[src/rtl/ssi_pkg.sv]
package ssi_pkg;

  // ----------------------------------------------------------------
  // timing
  // ----------------------------------------------------------------
  localparam int CLK_PERIOD_NS   = 4;
  localparam int NS_PER_US       = 1000;
  localparam int CYC_PER_US      = NS_PER_US / CLK_PERIOD_NS;
  localparam int HALF_US_CYC     = CYC_PER_US / 2;
  localparam int RECOVERY_MAX_US = 30;
  localparam int RECOVERY_CYC    = RECOVERY_MAX_US * CYC_PER_US;
  localparam int WD_SHIFT        = 2;

  // ----------------------------------------------------------------
  // widths
  // ----------------------------------------------------------------
  localparam int ADR_W   = 4;
  localparam int TIMER_W = 16;
  localparam int WIDTH_W = 14;
  localparam int CNT_W   = 6;

  localparam logic [TIMER_W-1:0] TIMER_SAT = 16'h3FFF;
  localparam logic [TIMER_W-1:0] HELPER_SAT = 16'hFFFF;
  localparam logic               LINE_IDLE = 1'b1;

  // ----------------------------------------------------------------
  // register map (byte addresses)
  // ----------------------------------------------------------------
  localparam logic [ADR_W-1:0] REG_CTRL   = 4'h0;
  localparam logic [ADR_W-1:0] REG_DATA   = 4'h4;
  localparam logic [ADR_W-1:0] REG_STATUS = 4'h8;

  localparam logic [31:0] CTRL_RESET = 32'h0000_0000;
  localparam logic [31:0] CTRL_MASK  = 32'h000F_FFFF;

  localparam int CTRL_BC_LSB    = 0;
  localparam int CTRL_GRAY      = 6;
  localparam int CTRL_ZB        = 7;
  localparam int CTRL_SENSE     = 8;
  localparam int CTRL_PAR       = 9;
  localparam int CTRL_CR_LSB    = 10;
  localparam int CTRL_CR_W      = 4;
  localparam int CTRL_LISTEN    = 14;
  localparam int CTRL_BREAK     = 15;
  localparam int CTRL_IFSEL_LSB = 16;
  localparam int CTRL_MCR_EN    = 18;
  localparam int CTRL_IRQ_EN    = 19;

  localparam int ST_BUSY   = 0;
  localparam int ST_RDERR  = 1;
  localparam int ST_PARERR = 2;
  localparam int ST_VALID  = 3;

  localparam logic [1:0] IFSEL_SSI = 2'h1;

  typedef enum logic [3:0] {
    ST_ENTRY, ST_OFF, ST_M_IDLE, ST_M_LOW, ST_M_HIGH, ST_M_RECOVER,
    ST_L_ARMED, ST_L_FIRST, ST_L_BITS, ST_L_HOLD, ST_L_STOP
  } chan_state_t;

endpackage

[src/rtl/ssi_encoder_channel.sv]
// Decided for this implementation: the Wishbone slave port and the register offsets.
`timescale 1ns/1ps
// Contract
// RULE1: idle clock and data lines rest high
// RULE2: encoder latches position on first falling edge
// RULE3: encoder shifts MSB first on rising edges
// RULE4: optional zero bit then optional parity bit
// RULE5: no new burst before recovery time ends
// RULE6: select 01 and listen 0 gives master
// RULE7: listen-select bit sits at control bit 14
// RULE8: master uses count, code, zero, parity, rate
// RULE9: data write starts burst; finish updates status
// RULE10: multi-channel trigger starts enabled master channel
// RULE11: read-error reads zero in master mode
// RULE12: select 01 and listen 1 gives listener
// RULE13: listener ignores rate, measures link clock
// RULE14: listener busy while waiting, clear at word end
// RULE15: data read in listen re-arms, busy set
// RULE16: data writes ignored in listen mode
// RULE17: watchdog four times first pulse, error on expiry
// RULE18: break setting stops or continues after error
// RULE19: capture joined mid-transfer flags read error
// RULE20: select 00/11 off, 01 serial, 10 counter (here 10 is also off, there is no counter mode)
// RULE21: data-valid interrupt when transfer ends, if enabled
// RULE22: master samples on falling edge, MSB first
// RULE23: parity mismatch flags parity error
module ssi_encoder_channel
#(
  parameter int DATA_W       = 32,
  parameter int RECOVERY_CYC = ssi_pkg::RECOVERY_CYC
) (
  // clock and reset
  input  wire logic                    clk_i,
  input  wire logic                    rst_i,
  // wishbone slave
  input  wire logic                    wb_cyc_i,
  input  wire logic                    wb_stb_i,
  input  wire logic                    wb_we_i,
  input  wire logic [ssi_pkg::ADR_W-1:0] wb_adr_i,
  input  wire logic [3:0]              wb_sel_i,
  input  wire logic [31:0]             wb_dat_i,
  output logic      [31:0]             wb_dat_o,
  output logic                         wb_ack_o,
  // multi-channel read trigger
  input  wire logic                    mcr_trigger_i,
  // serial link
  output logic                         ssi_clk_o,
  input  wire logic                    ssi_clk_in_i,
  input  wire logic                    ssi_data_i,
  // event
  output logic                         data_valid_irq_o
);
  import ssi_pkg::*;

  // ----------------------------------------------------------------
  // state
  // ----------------------------------------------------------------
  chan_state_t          state;
  chan_state_t          next_state;
  logic [31:0]          ctrl;
  logic [31:0]          next_ctrl;
  logic [TIMER_W-1:0]   timer;
  logic [TIMER_W-1:0]   next_timer;
  logic [CNT_W-1:0]     bitcnt;
  logic [CNT_W-1:0]     next_bitcnt;
  logic [DATA_W-1:0]    shift;
  logic [DATA_W-1:0]    next_shift;
  logic [DATA_W-1:0]    result;
  logic [DATA_W-1:0]    next_result;
  logic [WIDTH_W-1:0]   width;
  logic [WIDTH_W-1:0]   next_width;
  logic [31:0]          next_rdata;
  logic                 par_acc, next_par_acc, par_bit, next_par_bit;
  logic                 pend, next_pend, taint, next_taint;
  logic                 busy, next_busy, rderr, next_rderr;
  logic                 parerr, next_parerr, valid, next_valid;
  logic                 next_clk, next_irq, next_ack;
  logic                 finish, sample, sbit, bad;
  logic                 lk, lk_d, dt;

  // ----------------------------------------------------------------
  // decode
  // ----------------------------------------------------------------
  logic                 take, wr, rd, ctrl_wr, data_wr, data_rd, stat_wr;
  logic                 ssi_mode, listen, brk, start, fall, rise;
  logic [CNT_W-1:0]     bc_raw, bc_eff, total;
  logic [CTRL_CR_W-1:0] cr;
  logic [TIMER_W-1:0]   half_cyc, rec_cyc, reload;

  assign take     = wb_cyc_i & wb_stb_i & ~wb_ack_o;
  assign wr       = take & wb_we_i;
  assign rd       = take & ~wb_we_i;
  assign ctrl_wr  = wr & (wb_adr_i == REG_CTRL);
  assign data_wr  = wr & (wb_adr_i == REG_DATA);
  assign stat_wr  = wr & (wb_adr_i == REG_STATUS) & wb_sel_i[0];
  assign data_rd  = rd & (wb_adr_i == REG_DATA);
  assign ssi_mode = (ctrl[CTRL_IFSEL_LSB+:2] == IFSEL_SSI); // RULE20
  assign listen   = ctrl[CTRL_LISTEN]; // RULE7
  assign brk      = ctrl[CTRL_BREAK];
  assign bc_raw   = ctrl[CTRL_BC_LSB+:CNT_W];
  // word length limited to 1..DATA_W
  assign bc_eff   = (bc_raw == '0) ? CNT_W'(1) :
                    (bc_raw > CNT_W'(DATA_W)) ? CNT_W'(DATA_W) : bc_raw;
  assign total    = bc_eff + CNT_W'(ctrl[CTRL_ZB]) + CNT_W'(ctrl[CTRL_PAR]); // RULE4
  assign cr       = ctrl[CTRL_CR_LSB+:CTRL_CR_W];
  // a zero rate field runs at the fastest rate rather than stalling
  assign half_cyc = TIMER_W'(((cr == '0) ? 1 : int'(cr)) * HALF_US_CYC) - TIMER_W'(1); // RULE8
  assign rec_cyc  = TIMER_W'(RECOVERY_CYC);
  assign reload   = TIMER_W'(width) << WD_SHIFT; // RULE17
  assign start    = data_wr | (mcr_trigger_i & ctrl[CTRL_MCR_EN]); // RULE9 RULE10
  assign fall     = lk_d & ~lk;
  assign rise     = ~lk_d & lk;

  function automatic logic [DATA_W-1:0] gray2bin(input logic [DATA_W-1:0] g);
    logic [DATA_W-1:0] b;
    b[DATA_W-1] = g[DATA_W-1];
    for (int i = DATA_W - 2; i >= 0; i--) begin
      b[i] = b[i+1] ^ g[i];
    end
    return b;
  endfunction

  // ----------------------------------------------------------------
  // pin synchronisers
  // ----------------------------------------------------------------
  ssi_sync #(.IDLE(LINE_IDLE)) u_sync_clk (
    .clk_i  (clk_i),
    .rst_i  (rst_i),
    .din_i  (ssi_clk_in_i),
    .dout_o (lk)
  );

  ssi_sync #(.IDLE(LINE_IDLE)) u_sync_dat (
    .clk_i  (clk_i),
    .rst_i  (rst_i),
    .din_i  (ssi_data_i),
    .dout_o (dt)
  );

  // ----------------------------------------------------------------
  // channel sequencer
  // ----------------------------------------------------------------
  always_comb begin
    next_state = state;   next_timer = timer;     next_bitcnt = bitcnt;
    next_shift = shift;   next_par_acc = par_acc; next_par_bit = par_bit;
    next_clk = ssi_clk_o; next_pend = pend;       next_width = width;
    next_taint = taint;   next_busy = busy;       next_rderr = rderr;
    next_parerr = parerr; next_valid = valid;     next_result = result;
    next_irq = 1'b0;      finish = 1'b0;          sample = 1'b0;
    sbit = 1'b0;          bad = 1'b0;
    if (stat_wr) begin
      next_rderr  = rderr & ~wb_dat_i[ST_RDERR];
      next_parerr = parerr & ~wb_dat_i[ST_PARERR];
    end
    if (data_rd) begin
      next_valid = 1'b0;
    end
    case (state)
      ST_ENTRY: begin
        next_pend = 1'b0;
        next_clk  = LINE_IDLE; // RULE1
        next_busy = 1'b0;
        if (!ssi_mode) begin
          next_state = ST_OFF;
        end else if (listen) begin
          next_state = ST_L_ARMED; // RULE12
          next_busy  = 1'b1; // RULE14
          next_taint = ~lk; // RULE19
        end else begin
          // a burst cut by this write may leave the encoder mid-word
          next_timer = rec_cyc - TIMER_W'(1);
          next_state = ST_M_RECOVER; // RULE5 RULE6
        end
      end
      ST_M_IDLE: begin
        if (start || pend) begin // RULE16
          next_clk     = 1'b0; // RULE2
          next_timer   = half_cyc;
          next_bitcnt  = '0;
          next_shift   = '0;
          next_par_acc = 1'b0;
          next_par_bit = 1'b0;
          next_busy    = 1'b1;
          next_pend    = 1'b0;
          next_state   = ST_M_LOW;
        end
      end
      ST_M_LOW: begin
        if (timer == '0) begin
          next_clk   = 1'b1; // RULE3
          next_timer = half_cyc;
          next_state = ST_M_HIGH;
        end else begin
          next_timer = timer - TIMER_W'(1);
        end
      end
      ST_M_HIGH: begin
        if (timer != '0) begin
          next_timer = timer - TIMER_W'(1);
        end else if (bitcnt == total) begin
          finish     = 1'b1;
          next_timer = rec_cyc - TIMER_W'(1);
          next_state = ST_M_RECOVER;
        end else begin
          next_clk   = 1'b0;
          sample     = 1'b1; // RULE22
          sbit       = dt;
          next_timer = half_cyc;
          next_state = ST_M_LOW;
        end
      end
      ST_M_RECOVER: begin
        // a request during recovery waits rather than being lost
        if (start) begin
          next_pend = 1'b1;
          next_busy = 1'b1;
        end
        if (timer == '0) begin
          next_state = ST_M_IDLE; // RULE5
        end else begin
          next_timer = timer - TIMER_W'(1);
        end
      end
      ST_L_ARMED: begin
        if (fall) begin
          next_timer   = '0;
          next_bitcnt  = '0;
          next_shift   = '0;
          next_par_acc = 1'b0;
          next_par_bit = 1'b0;
          next_state   = ST_L_FIRST;
        end
      end
      ST_L_FIRST: begin
        if (rise) begin
          next_width = timer[WIDTH_W-1:0]; // RULE13
          next_timer = TIMER_W'(timer[WIDTH_W-1:0]) << WD_SHIFT; // RULE17
          next_state = ST_L_BITS;
        end else if (timer == TIMER_SAT) begin
          bad = 1'b1;
        end else begin
          next_timer = timer + TIMER_W'(1);
        end
      end
      ST_L_BITS: begin
        if (fall) begin
          sample     = 1'b1;
          sbit       = dt;
          next_timer = reload; // RULE17
          if (bitcnt + CNT_W'(1) == total) begin
            finish     = 1'b1;
            next_state = ST_L_HOLD;
          end
        end else if (timer == '0) begin
          bad = 1'b1; // RULE17
        end else begin
          next_timer = timer - TIMER_W'(1);
        end
      end
      ST_L_HOLD: begin
        if (data_rd) begin
          next_busy  = 1'b1; // RULE15
          next_state = ST_L_ARMED;
        end
      end
      default: begin
      end
    endcase
    if (sample) begin
      next_bitcnt = bitcnt + CNT_W'(1);
      if (bitcnt < bc_eff) begin
        next_shift   = {shift[DATA_W-2:0], sbit};
        next_par_acc = par_acc ^ sbit;
      end else if (ctrl[CTRL_PAR] && bitcnt == total - CNT_W'(1)) begin
        next_par_bit = sbit;
      end
    end
    if (finish) begin
      next_busy   = 1'b0; // RULE9 RULE14
      next_valid  = 1'b1;
      next_result = ctrl[CTRL_GRAY] ? gray2bin(next_shift) : next_shift;
      next_irq    = ctrl[CTRL_IRQ_EN]; // RULE21
      if (ctrl[CTRL_PAR] && ((next_par_acc ^ next_par_bit) != ctrl[CTRL_SENSE])) begin
        next_parerr = 1'b1; // RULE23
      end
      if (taint) begin
        next_rderr = 1'b1; // RULE19
        next_taint = 1'b0;
      end
    end
    if (bad) begin
      next_rderr = 1'b1;
      next_taint = 1'b0;
      next_busy  = ~brk; // RULE18
      next_state = brk ? ST_L_STOP : ST_L_ARMED; // RULE18
    end
    if (ctrl_wr) begin
      next_state = ST_ENTRY;
      next_clk   = LINE_IDLE; // RULE1
    end
  end

  // ----------------------------------------------------------------
  // register file
  // ----------------------------------------------------------------
  always_comb begin
    next_ctrl = ctrl;
    for (int b = 0; b < 4; b++) begin
      if (ctrl_wr && wb_sel_i[b]) begin
        next_ctrl[8*b+:8] = wb_dat_i[8*b+:8];
      end
    end
    next_ctrl  = next_ctrl & CTRL_MASK;
    next_ack   = take;
    next_rdata = '0;
    case (wb_adr_i)
      REG_CTRL: next_rdata = ctrl;
      REG_DATA: next_rdata = 32'(result);
      REG_STATUS: begin
        next_rdata[ST_BUSY]   = busy;
        next_rdata[ST_RDERR]  = rderr & listen; // RULE11
        next_rdata[ST_PARERR] = parerr;
        next_rdata[ST_VALID]  = valid;
      end
      default: next_rdata = '0;
    endcase
    if (!rd) begin
      next_rdata = wb_dat_o;
    end
  end

  always_ff @(posedge clk_i) begin
    if (rst_i) begin
      state <= ST_ENTRY;   ctrl <= CTRL_RESET;  timer <= '0;
      bitcnt <= '0;        shift <= '0;         result <= '0;
      width <= '0;         par_acc <= 1'b0;     par_bit <= 1'b0;
      pend <= 1'b0;        taint <= 1'b0;       busy <= 1'b0;
      rderr <= 1'b0;       parerr <= 1'b0;      valid <= 1'b0;
      ssi_clk_o <= LINE_IDLE;
      data_valid_irq_o <= 1'b0;
      wb_ack_o <= 1'b0;    wb_dat_o <= '0;      lk_d <= LINE_IDLE;
    end else begin
      state <= next_state; ctrl <= next_ctrl;   timer <= next_timer;
      bitcnt <= next_bitcnt; shift <= next_shift; result <= next_result;
      width <= next_width; par_acc <= next_par_acc; par_bit <= next_par_bit;
      pend <= next_pend;   taint <= next_taint; busy <= next_busy;
      rderr <= next_rderr; parerr <= next_parerr; valid <= next_valid;
      ssi_clk_o <= next_clk;
      data_valid_irq_o <= next_irq;
      wb_ack_o <= next_ack; wb_dat_o <= next_rdata; lk_d <= lk;
    end
  end

  // ----------------------------------------------------------------
  // checks
  // ----------------------------------------------------------------
  logic [TIMER_W-1:0] since_fin;
  always_ff @(posedge clk_i) begin
    if (rst_i) begin
      since_fin <= HELPER_SAT;
    end else if (state == ST_M_HIGH && next_state == ST_M_RECOVER) begin
      since_fin <= '0;
    end else if (since_fin != HELPER_SAT) begin
      since_fin <= since_fin + TIMER_W'(1);
    end
  end
endmodule

[src/rtl/ssi_sync.sv]
`timescale 1ns/1ps
module ssi_sync #(
  parameter logic IDLE = 1'b1
) (
  input  wire logic clk_i,
  input  wire logic rst_i,
  input  wire logic din_i,
  output logic      dout_o
);
  logic s1;
  logic s2;
  logic s3;
  logic next_out;

  // a change counts only once the last two stages agree
  always_comb begin
    next_out = (s2 == s3) ? s2 : dout_o;
  end

  always_ff @(posedge clk_i) begin
    if (rst_i) begin
      s1     <= IDLE;
      s2     <= IDLE;
      s3     <= IDLE;
      dout_o <= IDLE;
    end else begin
      s1     <= din_i;
      s2     <= s1;
      s3     <= s2;
      dout_o <= next_out;
    end
  end
endmodule

[config.mk]
export PLATFORM = sky130hd
export DESIGN_NAME = ssi_encoder_channel
export DESIGN_NICKNAME = d
export VERILOG_FILES = /design/src/rtl/ssi_pkg.sv /design/src/rtl/ssi_encoder_channel.sv /design/src/rtl/ssi_sync.sv
export SDC_FILE = /design/constraint.sdc
export NUM_CORES = 1
export LEC_CHECK = 0
export ABC_AREA = 1
export BUFFER_PORTS_ARGS = -buffer_cell sky130_fd_sc_hd__clkbuf_2
export CAP_MARGIN = 40
export CELL_PAD_IN_SITES_DETAIL_PLACEMENT = 1
export CELL_PAD_IN_SITES_GLOBAL_PLACEMENT = 2
export CORE_ASPECT_RATIO = 0.9
export CORE_MARGIN = 2
export CORE_UTILIZATION = 37
export DETAILED_ROUTE_END_ITERATION = 10
export HOLD_SLACK_MARGIN = 0.06
export PLACE_DENSITY_LB_ADDON = 0.1
export SLEW_MARGIN = 20
export SYNTH_ARGS = -nofsm -noshare
export SYNTH_HDL_FRONTEND = slang
export SYNTH_SLANG_ARGS = --single-unit
export TNS_END_PERCENT = 5
[constraint.sdc]
create_clock -name clk_i -period 14.5 [get_ports clk_i]
set_clock_uncertainty 0.1 [all_clocks]
set_input_delay 2.175 -clock clk_i [delete_from_list [all_inputs] [get_ports clk_i]]
set_output_delay 2.175 -clock clk_i [all_outputs]
set_load 0.03 [all_outputs]
# After elaboration in Yosys (flattened, before gate mapping)
# Cells that the tools add are included.
# totals
out_inout_bits,35
reg_bits,188
# op_classes
n_reduce_logical,29
order_cmp,2
n_bitwise,57
eq_ne,41
add_sub_neg,7
multipliers,1
mux,99
# op_table
operator,n
$mux W16,11
$mux W32,4
$pmux W16 S8,1
$pmux W32 S2,1
$pmux W28 S2,1
$mux W1,48
$mux W4,12
$ne A3 B3 Y1 const B,12
$pmux W4 S9,1
$xor A1 B1 Y1,33
$mux W31,1
$mux W6,5
$eq A4 B3 Y1 const B,5
$eq A6 B6 Y1,3
$add A16 B1 Y16 const B,1
$eq A16 B14 Y1 const B,1
$logic_not A16 Y1,1
$ne A2 B2 Y1 const B,8
$reduce_bool A16 Y1,1
$sub A16 B1 Y16 const B,1
$and A1 B1 Y1,15
$add A6 B1 Y6,2
$eq A4 B4 Y1 const B,3
$logic_not A4 Y1,3
other kinds (36),62

# Logic depth before layout (Yosys ltp)
# Gate-level depths: netlist (run 1).
# depth
ltp_word,43
mapped_depth,65
ltp_nobuf,65

# Hierarchy
# From an unflattened synthesis (run 1), not the netlist that was laid out.
# hier_totals
hier_cells,1532
hier_area_um2,10472.5
# modules_own_cells
module,area_each_um2,cells_each,n_inst
ssi_encoder_channel,10214.8,1502,1
ssi_sync,128.9,15,2

# Worst setup path before layout (run 1)
# OpenSTA, ideal clock, no wires.
# synth_path
path_kind,input to register
startpoint,in wb_adr_i[1] in the netlist's numbering
endpoint,reg result[0]
path_stages,52
setup_ps,109
path_slack_ps,7426
required_ps,14291
t_arrival_ps,6865
cell_sequence,nor2_2 > nand2_1 > o21ai_1 > nor2_1 > nand2_2 > nand4_4 > nand2_1 > nand2_1 > nand2_2 > nand2_4 > nand2_2 > inv_2 > nand2_1 > nand2_2 > nand2_4 > nand2_2 > nand2_1 > nand3_2 > [... 16 more ...] > nand2_2 > nand3_1 > nand3_1 > nand3_1 > nand3_1 > nand3_1 > nand3_1 > nand3_1 > nand3_1 > nand3_1 > nand3_1 > nand3_1 > nand3_1 > nand3_2 > nand2_1 > nand3_1 > nand2_1 > inv_1
# synth_via
elab_chain_cells,40
# synth_rtl
element,line,source
start: declaration,ssi_encoder_channel.sv:39,"input wire logic [ssi_pkg::ADR_W-1:0] wb_adr_i,"
$eq A4 B3 Y1 (*),ssi_encoder_channel.sv:94,assign data_wr = wr & (wb_adr_i == REG_DATA);
$and A1 B1 Y1 (*),ssi_encoder_channel.sv:94,
$or A1 B1 Y1 (*),ssi_encoder_channel.sv:110,assign start = data_wr | (mcr_trigger_i & ctrl[CTRL_MCR_EN]);
$logic_or A1 B1 Y1 (*),ssi_encoder_channel.sv:176,if (start || pend) begin
$mux W32 (*),ssi_encoder_channel.sv:176,
$pmux W32 S2 (*),ssi_encoder_channel.sv:158,case (state)
$mux W32,ssi_encoder_channel.sv:271,if (bitcnt < bc_eff) begin
$mux W32 (*),ssi_encoder_channel.sv:269,if (sample) begin
$xor A1 B1 Y1 (31 in series),ssi_encoder_channel.sv:118,b[i] = b[i+1] ^ g[i];
$mux W31 (*),ssi_encoder_channel.sv:281,next_result = ctrl[CTRL_GRAY] ? gray2bin(next_shift) : next_shift;
end signal: assignment,ssi_encoder_channel.sv:344,bitcnt <= next_bitcnt; shift <= next_shift; result <= next_result;
end: declaration,ssi_encoder_channel.sv:68,logic [DATA_W-1:0] result;
# Mark *: on every way between the ends. The rest lies on a longest branch, timed or not.
# A chain may end at the register's enable or synchronous reset.

# Worst setup path in the final report (run 1)
# Same ends and word-level chain as after synthesis.

==> flow_results.org, run 1 <==
** Run status
- The run finished with clean final reports.

** GRT
- The first global-routing pass estimated 55800 microns of wire.
- Busiest grt layer :: met2
- GRT met2 Usage :: 0.398
- For this run, global-route usage on met3 was measured as 0.0342.
- Global-route met1 utilization :: 0.318
- Global route overflow :: 0
- GRT Total Usage :: 0.235
- The via count of the first global-routing pass came to 10323.
- Entering global routing, the biggest net connects 68 pins.
- The number of antenna violations at the first check in global routing was 0.

** Floorplanning
- For this design the top-level I/O count stands at 83.
- After floorplanning, the core was divided into just under 60 placement rows.
- Y dimension of the die :: around 170 microns
- The core region is 28200 sq um.
- Die Footprint :: roughly 30000 sq um
- Starting Density :: 0.379
- The die is around 180 microns wide.

** Detailed routing
- Total length of routed wires :: 34600 microns
- Count of TritonRoute iterations in the first routing pass :: 5
- The count of nets left with antenna violations once routing finished came out at 0.
- The routed layout has 10343 vias.
- After detailed routing, the average wire length per cell comes to approximately 18 microns.
- After detailed routing, the number of remaining DRC violations is 0.
- Using the TritonRoute via totals, the vias-per-cell ratio works out to roughly 5.3.
- Number of violations reported at the end of detailed-routing iteration 0 :: between 500 and 600

** Power
- Max rail drop VDD :: 0.0953 mV
- Power density over the cells :: around 110 nW/um^2
- Leakage Power :: approximately 4.7 nW
- The design draws approximately 1.4 mW.

** Final layout
- Non-filler cells in the finished layout :: about 2000
- Area delta synth->final :: 11.4%
- Number of antenna cells inserted :: 0
- For this run, the post-layout net count is between 1500 and 2000.
- Of the cells placed in the final design, the portion with a size suffix greater than 1 is 0.153.
- Number of fill cells :: 3672

** Yosys
- In this run, synthesis produced a sequential element count of about 180.
- Net count of the mapped netlist :: 1631
- Top cells by instance count after synthesis :: sky130_fd_sc_hd__nand2_1, sky130_fd_sc_hd__dfxtp_1, sky130_fd_sc_hd__inv_1
- Post-Syn Instances :: between 1500 and 2000
- After synthesis, the share of flip-flops with an asynchronous set or reset is 0.
- Count of different cell masters after synthesis :: between 50 and 60
- Ys flop type :: sky130_fd_sc_hd__dfxtp_1
- Averaged over all synthesized cells, the footprint is roughly 6.9 sq um.
- Register area share after synthesis :: 0.330
- Yosys printed 0 warnings.
- Top cell type's share of synthesized area :: 0.330
- Library cell occupying the most area in the post-synthesis netlist :: sky130_fd_sc_hd__dfxtp_1
- Number of synthesized flops with an enable pin :: 0
- Yosys instantiated no cell more often than sky130_fd_sc_hd__nand2_1.
- Cell area after synthesis :: 10700 sq um
- Main area contributors after synthesis :: sky130_fd_sc_hd__dfxtp_1, sky130_fd_sc_hd__nand2_1, sky130_fd_sc_hd__nand3_1, sky130_fd_sc_hd__inv_1, sky130_fd_sc_hd__a21oi_1

** Worst hold path
- Hold path startpoint :: u_sync_dat.s1
- Type of the tightest min-delay check :: register to register

** Timing
- Dividing the final minimum period by the clock period gives 0.590.
- The clock period could shrink to approximately 8.6 ns.
- At the pin with the least slew margin, the transition time is roughly 0.8 ns.
- Setup repair after global routing missed its margin :: no
- Fmax achieved :: 117 MHz
- For the final routed database, the setup TNS stands at 0 ns.
- The final number of max-transition violations was 0.
- Setup violations remaining at the end of the flow were counted as 0.
- Hold Vio Cnt, Final :: 0
- Headroom to the max-slew limit :: 0.465
- Setup ws final :: 5.94 ns
- Worst hold margin :: about 0.32 ns

** Clocking
- CTS saw ~180 sinks.
- CTS placed an instance of sky130_fd_sc_hd__clkbuf_16 at the clock tree root.
- The number of hold buffers added after CTS was 0.
- Setup fix buffers added after clock tree synthesis :: 0
- Latest clock arrival within the worst-skew pair :: ~0.44 ns
- After clock tree synthesis, the clock-pin slew on the worst setup and hold paths is 0.07 ns.
- Buffers inserted during clock tree synthesis total 17.
- Once the clock tree was built, the resizer swapped 0 gates to a different size.
- TritonCTS built the clock tree.
- Maximum root-to-sink buffer count :: 2
- The H-tree was split into 4 levels.

** Setup path
- Startpoint types :: input port
- Required time worst endpoint :: around 15 ns
- Largest stage delay, worst path :: approximately 0.5 ns
- STA puts the critical path data arrival time at 8.80 ns.
- Most used cell, CP :: sky130_fd_sc_hd__nand3_1
- Tracing the worst setup path back leads to its startpoint at wb_adr_i[1].
- In this run the worst path has a maximum fanout of 34.
- In this run the critical register-to-register path is launched from ctrl[3].
- The worst setup path is captured at a register.
- Library cell contributing the largest single delay on the critical path :: sky130_fd_sc_hd__nand4_4
- Critical Setup Path Class :: input port to register

** Place
- The wire-length estimate of the detail-placed layout is 25300 microns.
- Prior to clock tree synthesis, the placed netlist has a worst setup slack of 5.51 ns.
- Counting tap cells, the placed design contains a total of 1934 instances.
- Routability-driven placement finished with a final weighted congestion of slightly below 0.9.
- Buffers placed on the I/O ports in this run total 69.

** Flow run
- # Max-Cap Violations :: 0
[area by class of cell]
cell class	count	area (sq um)	share of cell area
flip-flops and latches	176	3520	0.296
well taps	360	450	0.0379
clock buffers	21	450	0.0379
inverters	183	702	0.0590
clock inverters	11	123	0.0103
multi-input cells	1133	6200	0.521
repair buffers	82	445	0.0375
[per-stage QoR]
| step | instance area [sq um] | util |
|---|---|---|
| 5_1_grt | 11900 | 0.422 |
| 2_1_floorplan | 10700 | - |
| 4_1_cts | 11900 | 0.422 |
| 6_report | 11900 | 0.422 |
| 3_3_place_gp | 11300 | 0.402 |
| 3_5_place_dp | 11300 | 0.402 |
[worst max-delay path, delay by kind of cell]
kind	cells	cell delay (ns)
simple gates	47	6.13
compound gates	1	0.30
buf+inv	3	0.18
[kinds of logic after synthesis]
group | synth area share
compound gates | 0.176
xor+xnor | 0.0279
fa+ha+maj | 0.0403
buf+inv | 0.0898
flops | 0.330
simple gates | 0.336
[layout by cell type, fill, tap and decap left out, types with 4 or more instances in the layout]
cell type / count
sky130_fd_sc_hd__a31oi_1: 19
sky130_fd_sc_hd__clkbuf_16: 17
sky130_fd_sc_hd__ha_1: 28
sky130_fd_sc_hd__a21oi_1: 112
sky130_fd_sc_hd__clkbuf_2: 68
sky130_fd_sc_hd__nand2_2: 36
sky130_fd_sc_hd__nand2_1: 345
sky130_fd_sc_hd__a221oi_1: 4
sky130_fd_sc_hd__o2111ai_1: 12
sky130_fd_sc_hd__inv_8: 4
sky130_fd_sc_hd__o211ai_1: 37
sky130_fd_sc_hd__clkinv_1: 4
sky130_fd_sc_hd__nor3_1: 12
sky130_fd_sc_hd__nor2_2: 10
sky130_fd_sc_hd__nor2_4: 7
sky130_fd_sc_hd__nor2_1: 143
sky130_fd_sc_hd__a22oi_1: 12
sky130_fd_sc_hd__nand2_4: 10
sky130_fd_sc_hd__o21ai_0: 86
sky130_fd_sc_hd__nand3b_1: 5
sky130_fd_sc_hd__buf_4: 14
sky130_fd_sc_hd__o31ai_1: 4
sky130_fd_sc_hd__nand3_2: 25
sky130_fd_sc_hd__or2_2: 10
sky130_fd_sc_hd__nand4_1: 13
sky130_fd_sc_hd__xor2_1: 26
sky130_fd_sc_hd__o22ai_1: 4
sky130_fd_sc_hd__inv_1: 154
sky130_fd_sc_hd__xnor2_1: 8
sky130_fd_sc_hd__nand3_1: 129
sky130_fd_sc_hd__dfxtp_1: 176
sky130_fd_sc_hd__inv_6: 4
sky130_fd_sc_hd__fa_1: 4
sky130_fd_sc_hd__inv_2: 22
[where the power goes]
part           total (mW)  switching [mW]  internal (mW)  leakage [nW]
clock network       0.470           0.223          0.247         0.275
logic               0.354           0.249          0.105          3.00
registers           0.527          0.0271          0.500          1.42
total                1.35           0.499          0.853          4.70
[routing by layer]
layer | share of wire | vias to the layer above
li1 | - | 5226
met1 | 0.50 | 4974
met2 | 0.46 | 118
met3 | 0.027 | 25
met4 | 0.0090 | 0
met5 | 0 | -
[registers in the layout (all words and copies together) (netlist names), 4 cells and up]
register	cells
shift	32
wb_dat_o	32
state	4
bitcnt	6
timer	16
ctrl	20
width	14
result	32
[final timing paths]
kind	endpoint	slack (ns)	depth (start not counted)
setup reg to reg	result[0]	7.01	56
hold reg to reg	u_sync_dat.s2	0.32	1
setup / recovery	result[0]	5.94	51
hold / removal	u_sync_dat.s2	0.32	1
Note: power is estimated with default switching activity, not from simulation.
==> run 2: changes to the inputs <==
--- a/config.mk
+++ b/config.mk
@@ -12,7 +12,7 @@
 export CELL_PAD_IN_SITES_GLOBAL_PLACEMENT = 2
 export CORE_ASPECT_RATIO = 0.9
 export CORE_MARGIN = 2
-export CORE_UTILIZATION = 37
+export CORE_UTILIZATION = 34
 export DETAILED_ROUTE_END_ITERATION = 10
 export HOLD_SLACK_MARGIN = 0.06
 export PLACE_DENSITY_LB_ADDON = 0.1
==> constraint.sdc (replaced) <==
create_clock -name clk_i -period 8.1 [get_ports clk_i]
set_clock_uncertainty 0.1 [all_clocks]
set_input_delay 1.215 -clock clk_i [delete_from_list [all_inputs] [get_ports clk_i]]
set_output_delay 1.215 -clock clk_i [all_outputs]
set_load 0.03 [all_outputs]
==> flow_results.org, run 2 (synthesis gave the netlist of run 1 again) <==
** Floorplanning
- Chip Width :: 191 microns
- The floorplan has 61 rows.
- During I/O placement, the number of pins put on the boundary was 83.
- The die is approximately 170 microns tall.
- For this configuration, the core starts out at a cell density of 0.345.
- Die Footprint :: ~33000 sq um
- The floorplan step defined a core boundary enclosing approximately 31000 sq um.

** Power
- Summed over all cells, the static leakage comes to 4.77 nW.
- IR analysis of the VDD net gives a maximum drop of ~0.15 mV.
- In this run the power density over the cells is 202 nW/um^2.

** Final layout
- Area delta synth->final :: 13.4%
- Most common cell after layout, fill and taps aside :: sky130_fd_sc_hd__nand2_1
- Non-Filler Cell Area, Final :: 12100 sq um
- 0 antenna diodes ended up in the layout.
- In the final layout, the share of cells above drive strength 1 is 0.164.
- Top library cells by usage in the layout, fill and taps aside :: sky130_fd_sc_hd__nand2_1, sky130_fd_sc_hd__dfxtp_1, sky130_fd_sc_hd__inv_1
- The largest registers in the layout are result x32, shift x32, wb_dat_o x32.
- Number of fill cells :: 3959
- NumNets Final :: between 1500 and 2000

** Setup path
- Counting cells, the worst reg-to-reg path comes to 60.
- The critical path is of the register to register type.
- Largest stage delay, worst path :: 0.41 ns
- Required time worst endpoint :: about 8.4 ns
- In this run the critical register-to-register path is captured at result[0].
- CP Capture Type :: register
- Worst Path Max Fanout :: 6
- Critical R2R Launch :: ctrl[2]
- Library cell contributing the largest single delay on the critical path :: sky130_fd_sc_hd__fa_1
- Worst path arrival time :: about 7.5 ns
- In this run the register-to-register setup slack is 0.88 ns.
- The worst setup path is launched from a register.
- Most used cell, CP :: sky130_fd_sc_hd__nand3_2

** Detailed routing
- For this run, design rule violations remaining after detail routing come to 0.
- After detailed routing, the total wire length is ~36000 microns.
- Detailed-route wire length per cell :: about 18 microns
- Detailed-route vias per instance :: approximately 5.1
- For this block, the via count after detailed routing is roughly 10000.
- Number of violations reported at the end of detailed-routing iteration 0 :: 465
- Antenna-violating nets left :: 0
- Before antenna repair, the detailed router went through 5 iterations.

** Worst hold path
- Type of the tightest min-delay check :: register to register
- Hold path endpoint :: u_sync_clk.s2
- Worst hold stages :: 1
- The worst hold path begins at u_sync_clk.s1.

** Clocking
- In this run the number of H-tree levels came out at 4.
- Root buffer cell :: sky130_fd_sc_hd__clkbuf_16
- The clock reaches the later pin of the worst-skew pair after 0.45 ns.
- CTS buffer count :: 17
- TritonCTS built the clock tree.
- TritonCTS Sinks :: 176
- Clock slew seen by the registers of the worst setup and hold paths :: ~0.070 ns
- Maximum root-to-sink buffer count :: 2

** Place
- Routability-driven placement congestion ratio :: between 0.8 and 0.9
- IO buf count :: 69
- At the placement stage, the worst setup path has a slack of about 0.55 ns.
- Standard cell area after detailed placement :: around 11000 sq um
- Placed wire-length estimate after detailed placement :: between 20000 and 30000 microns

** GRT
- GRT Total Usage :: 0.226
- Wire length of the first global-routing pass :: between 50000 and 60000 microns
- Maximum number of pins on one net before global-route repair :: 73
- The number of antenna violations at the first check in global routing is 0.
- Global route overflow :: 0
- The via count of the first global-routing pass came to approximately 10000.

** Timing
- Setup violations remaining at the end of the flow were counted as 0.
- Headroom to the max-slew limit :: 0.465
- The worst path needs just over 7 ns of the cycle, external delays included.
- The hold violation total from the final report was 0.
- Setup slack on the critical path of the routed design comes to between 0.8 and 0.9 ns.
- At the pin with the least slew margin, the transition time is around 0.8 ns.
- Final Max Tran Viols :: 0
- Fmax achieved :: between 100 and 150 MHz
- In the finished design, the share of the clock period the worst path needs comes to 0.892.

** Run status
- Result of the run :: complete, no violations

** Flow run
- # Max-Cap Violations :: 0
==> run 2: worst max-delay path by stage <==
| stage | from | end | slack [ns] | cells past startpoint |
|---|---|---|---|---|
| global placement | wb_adr_i[1] | result[0] | 0.73 | 53 |
| global route | ctrl[2] | result[0] | -0.03 | 62 |
| floorplan | ctrl[2] | result[0] | 1.93 | 57 |
| CTS | ctrl[2] | result[0] | 0.63 | 56 |
| finish | ctrl[2] | result[0] | 0.88 | 60 |
| detailed placement | wb_adr_i[1] | result[0] | 0.55 | 51 |
==> run 2: final cells by class <==
class,count,area [sq um],area share
multi-input combinational,1133,6260,0.517
sequential,176,3530,0.291
inverter,183,707,0.0584
timing repair buffer,85,512,0.0423
tap,409,512,0.0423
clock buffer,19,443,0.0366
clock inverter,12,146,0.0121
==> run 2: per-stage QoR <==
| stage | cells | utilization | hold slack [ns] | total power [mW] | setup TNS (ns) |
|---|---|---|---|---|---|
| floorplan | 1551 | - | 0.289 | 1.39 | 0 |
| global placement | 1982 | 0.368 | 0.298 | 1.58 | 0 |
| detailed placement | 1983 | 0.369 | 0.303 | 1.58 | 0 |
| CTS | 2014 | 0.388 | 0.322 | 2.46 | 0 |
| global route | 2017 | 0.392 | 0.329 | 2.59 | -0.0339 |
| finish | 2017 | 0.392 | 0.319 | 2.45 | 0 |
==> run 2: worst max-delay path, delay by kind of cell (launching register included) <==
family        cells  cell delay, ns
fa+ha+maj         2            0.63
buf+inv           3            0.18
flops             1            0.36
simple gates     55            5.81
==> run 2: power breakdown <==
group / leakage, nW / internal (mW) / switching [mW]
combinational: 3.06 / 0.188 / 0.447
sequential: 1.42 / 0.895 / 0.0486
clock: 0.292 / 0.470 / 0.398
==> run 2: metal layers <==
| layer | wire (microns) | share of wire | vias up | GRT usage |
|---|---|---|---|---|
| met3 | 953 | 0.027 | 15 | 0.0321 |
| met4 | 325 | 0.0091 | 0 | 0.0465 |
| met2 | 16400 | 0.46 | 102 | 0.370 |
| li1 | - | - | 5237 | - |
| met1 | 18000 | 0.51 | 5003 | 0.315 |
| met5 | 0 | 0 | - | 0 |
==> run 2: what timing repair did <==
item,CTS,global route
hold buffers,0,0
endpoints found under the setup margin,0,3
buffers inserted,0,1
gates resized for setup,0,17
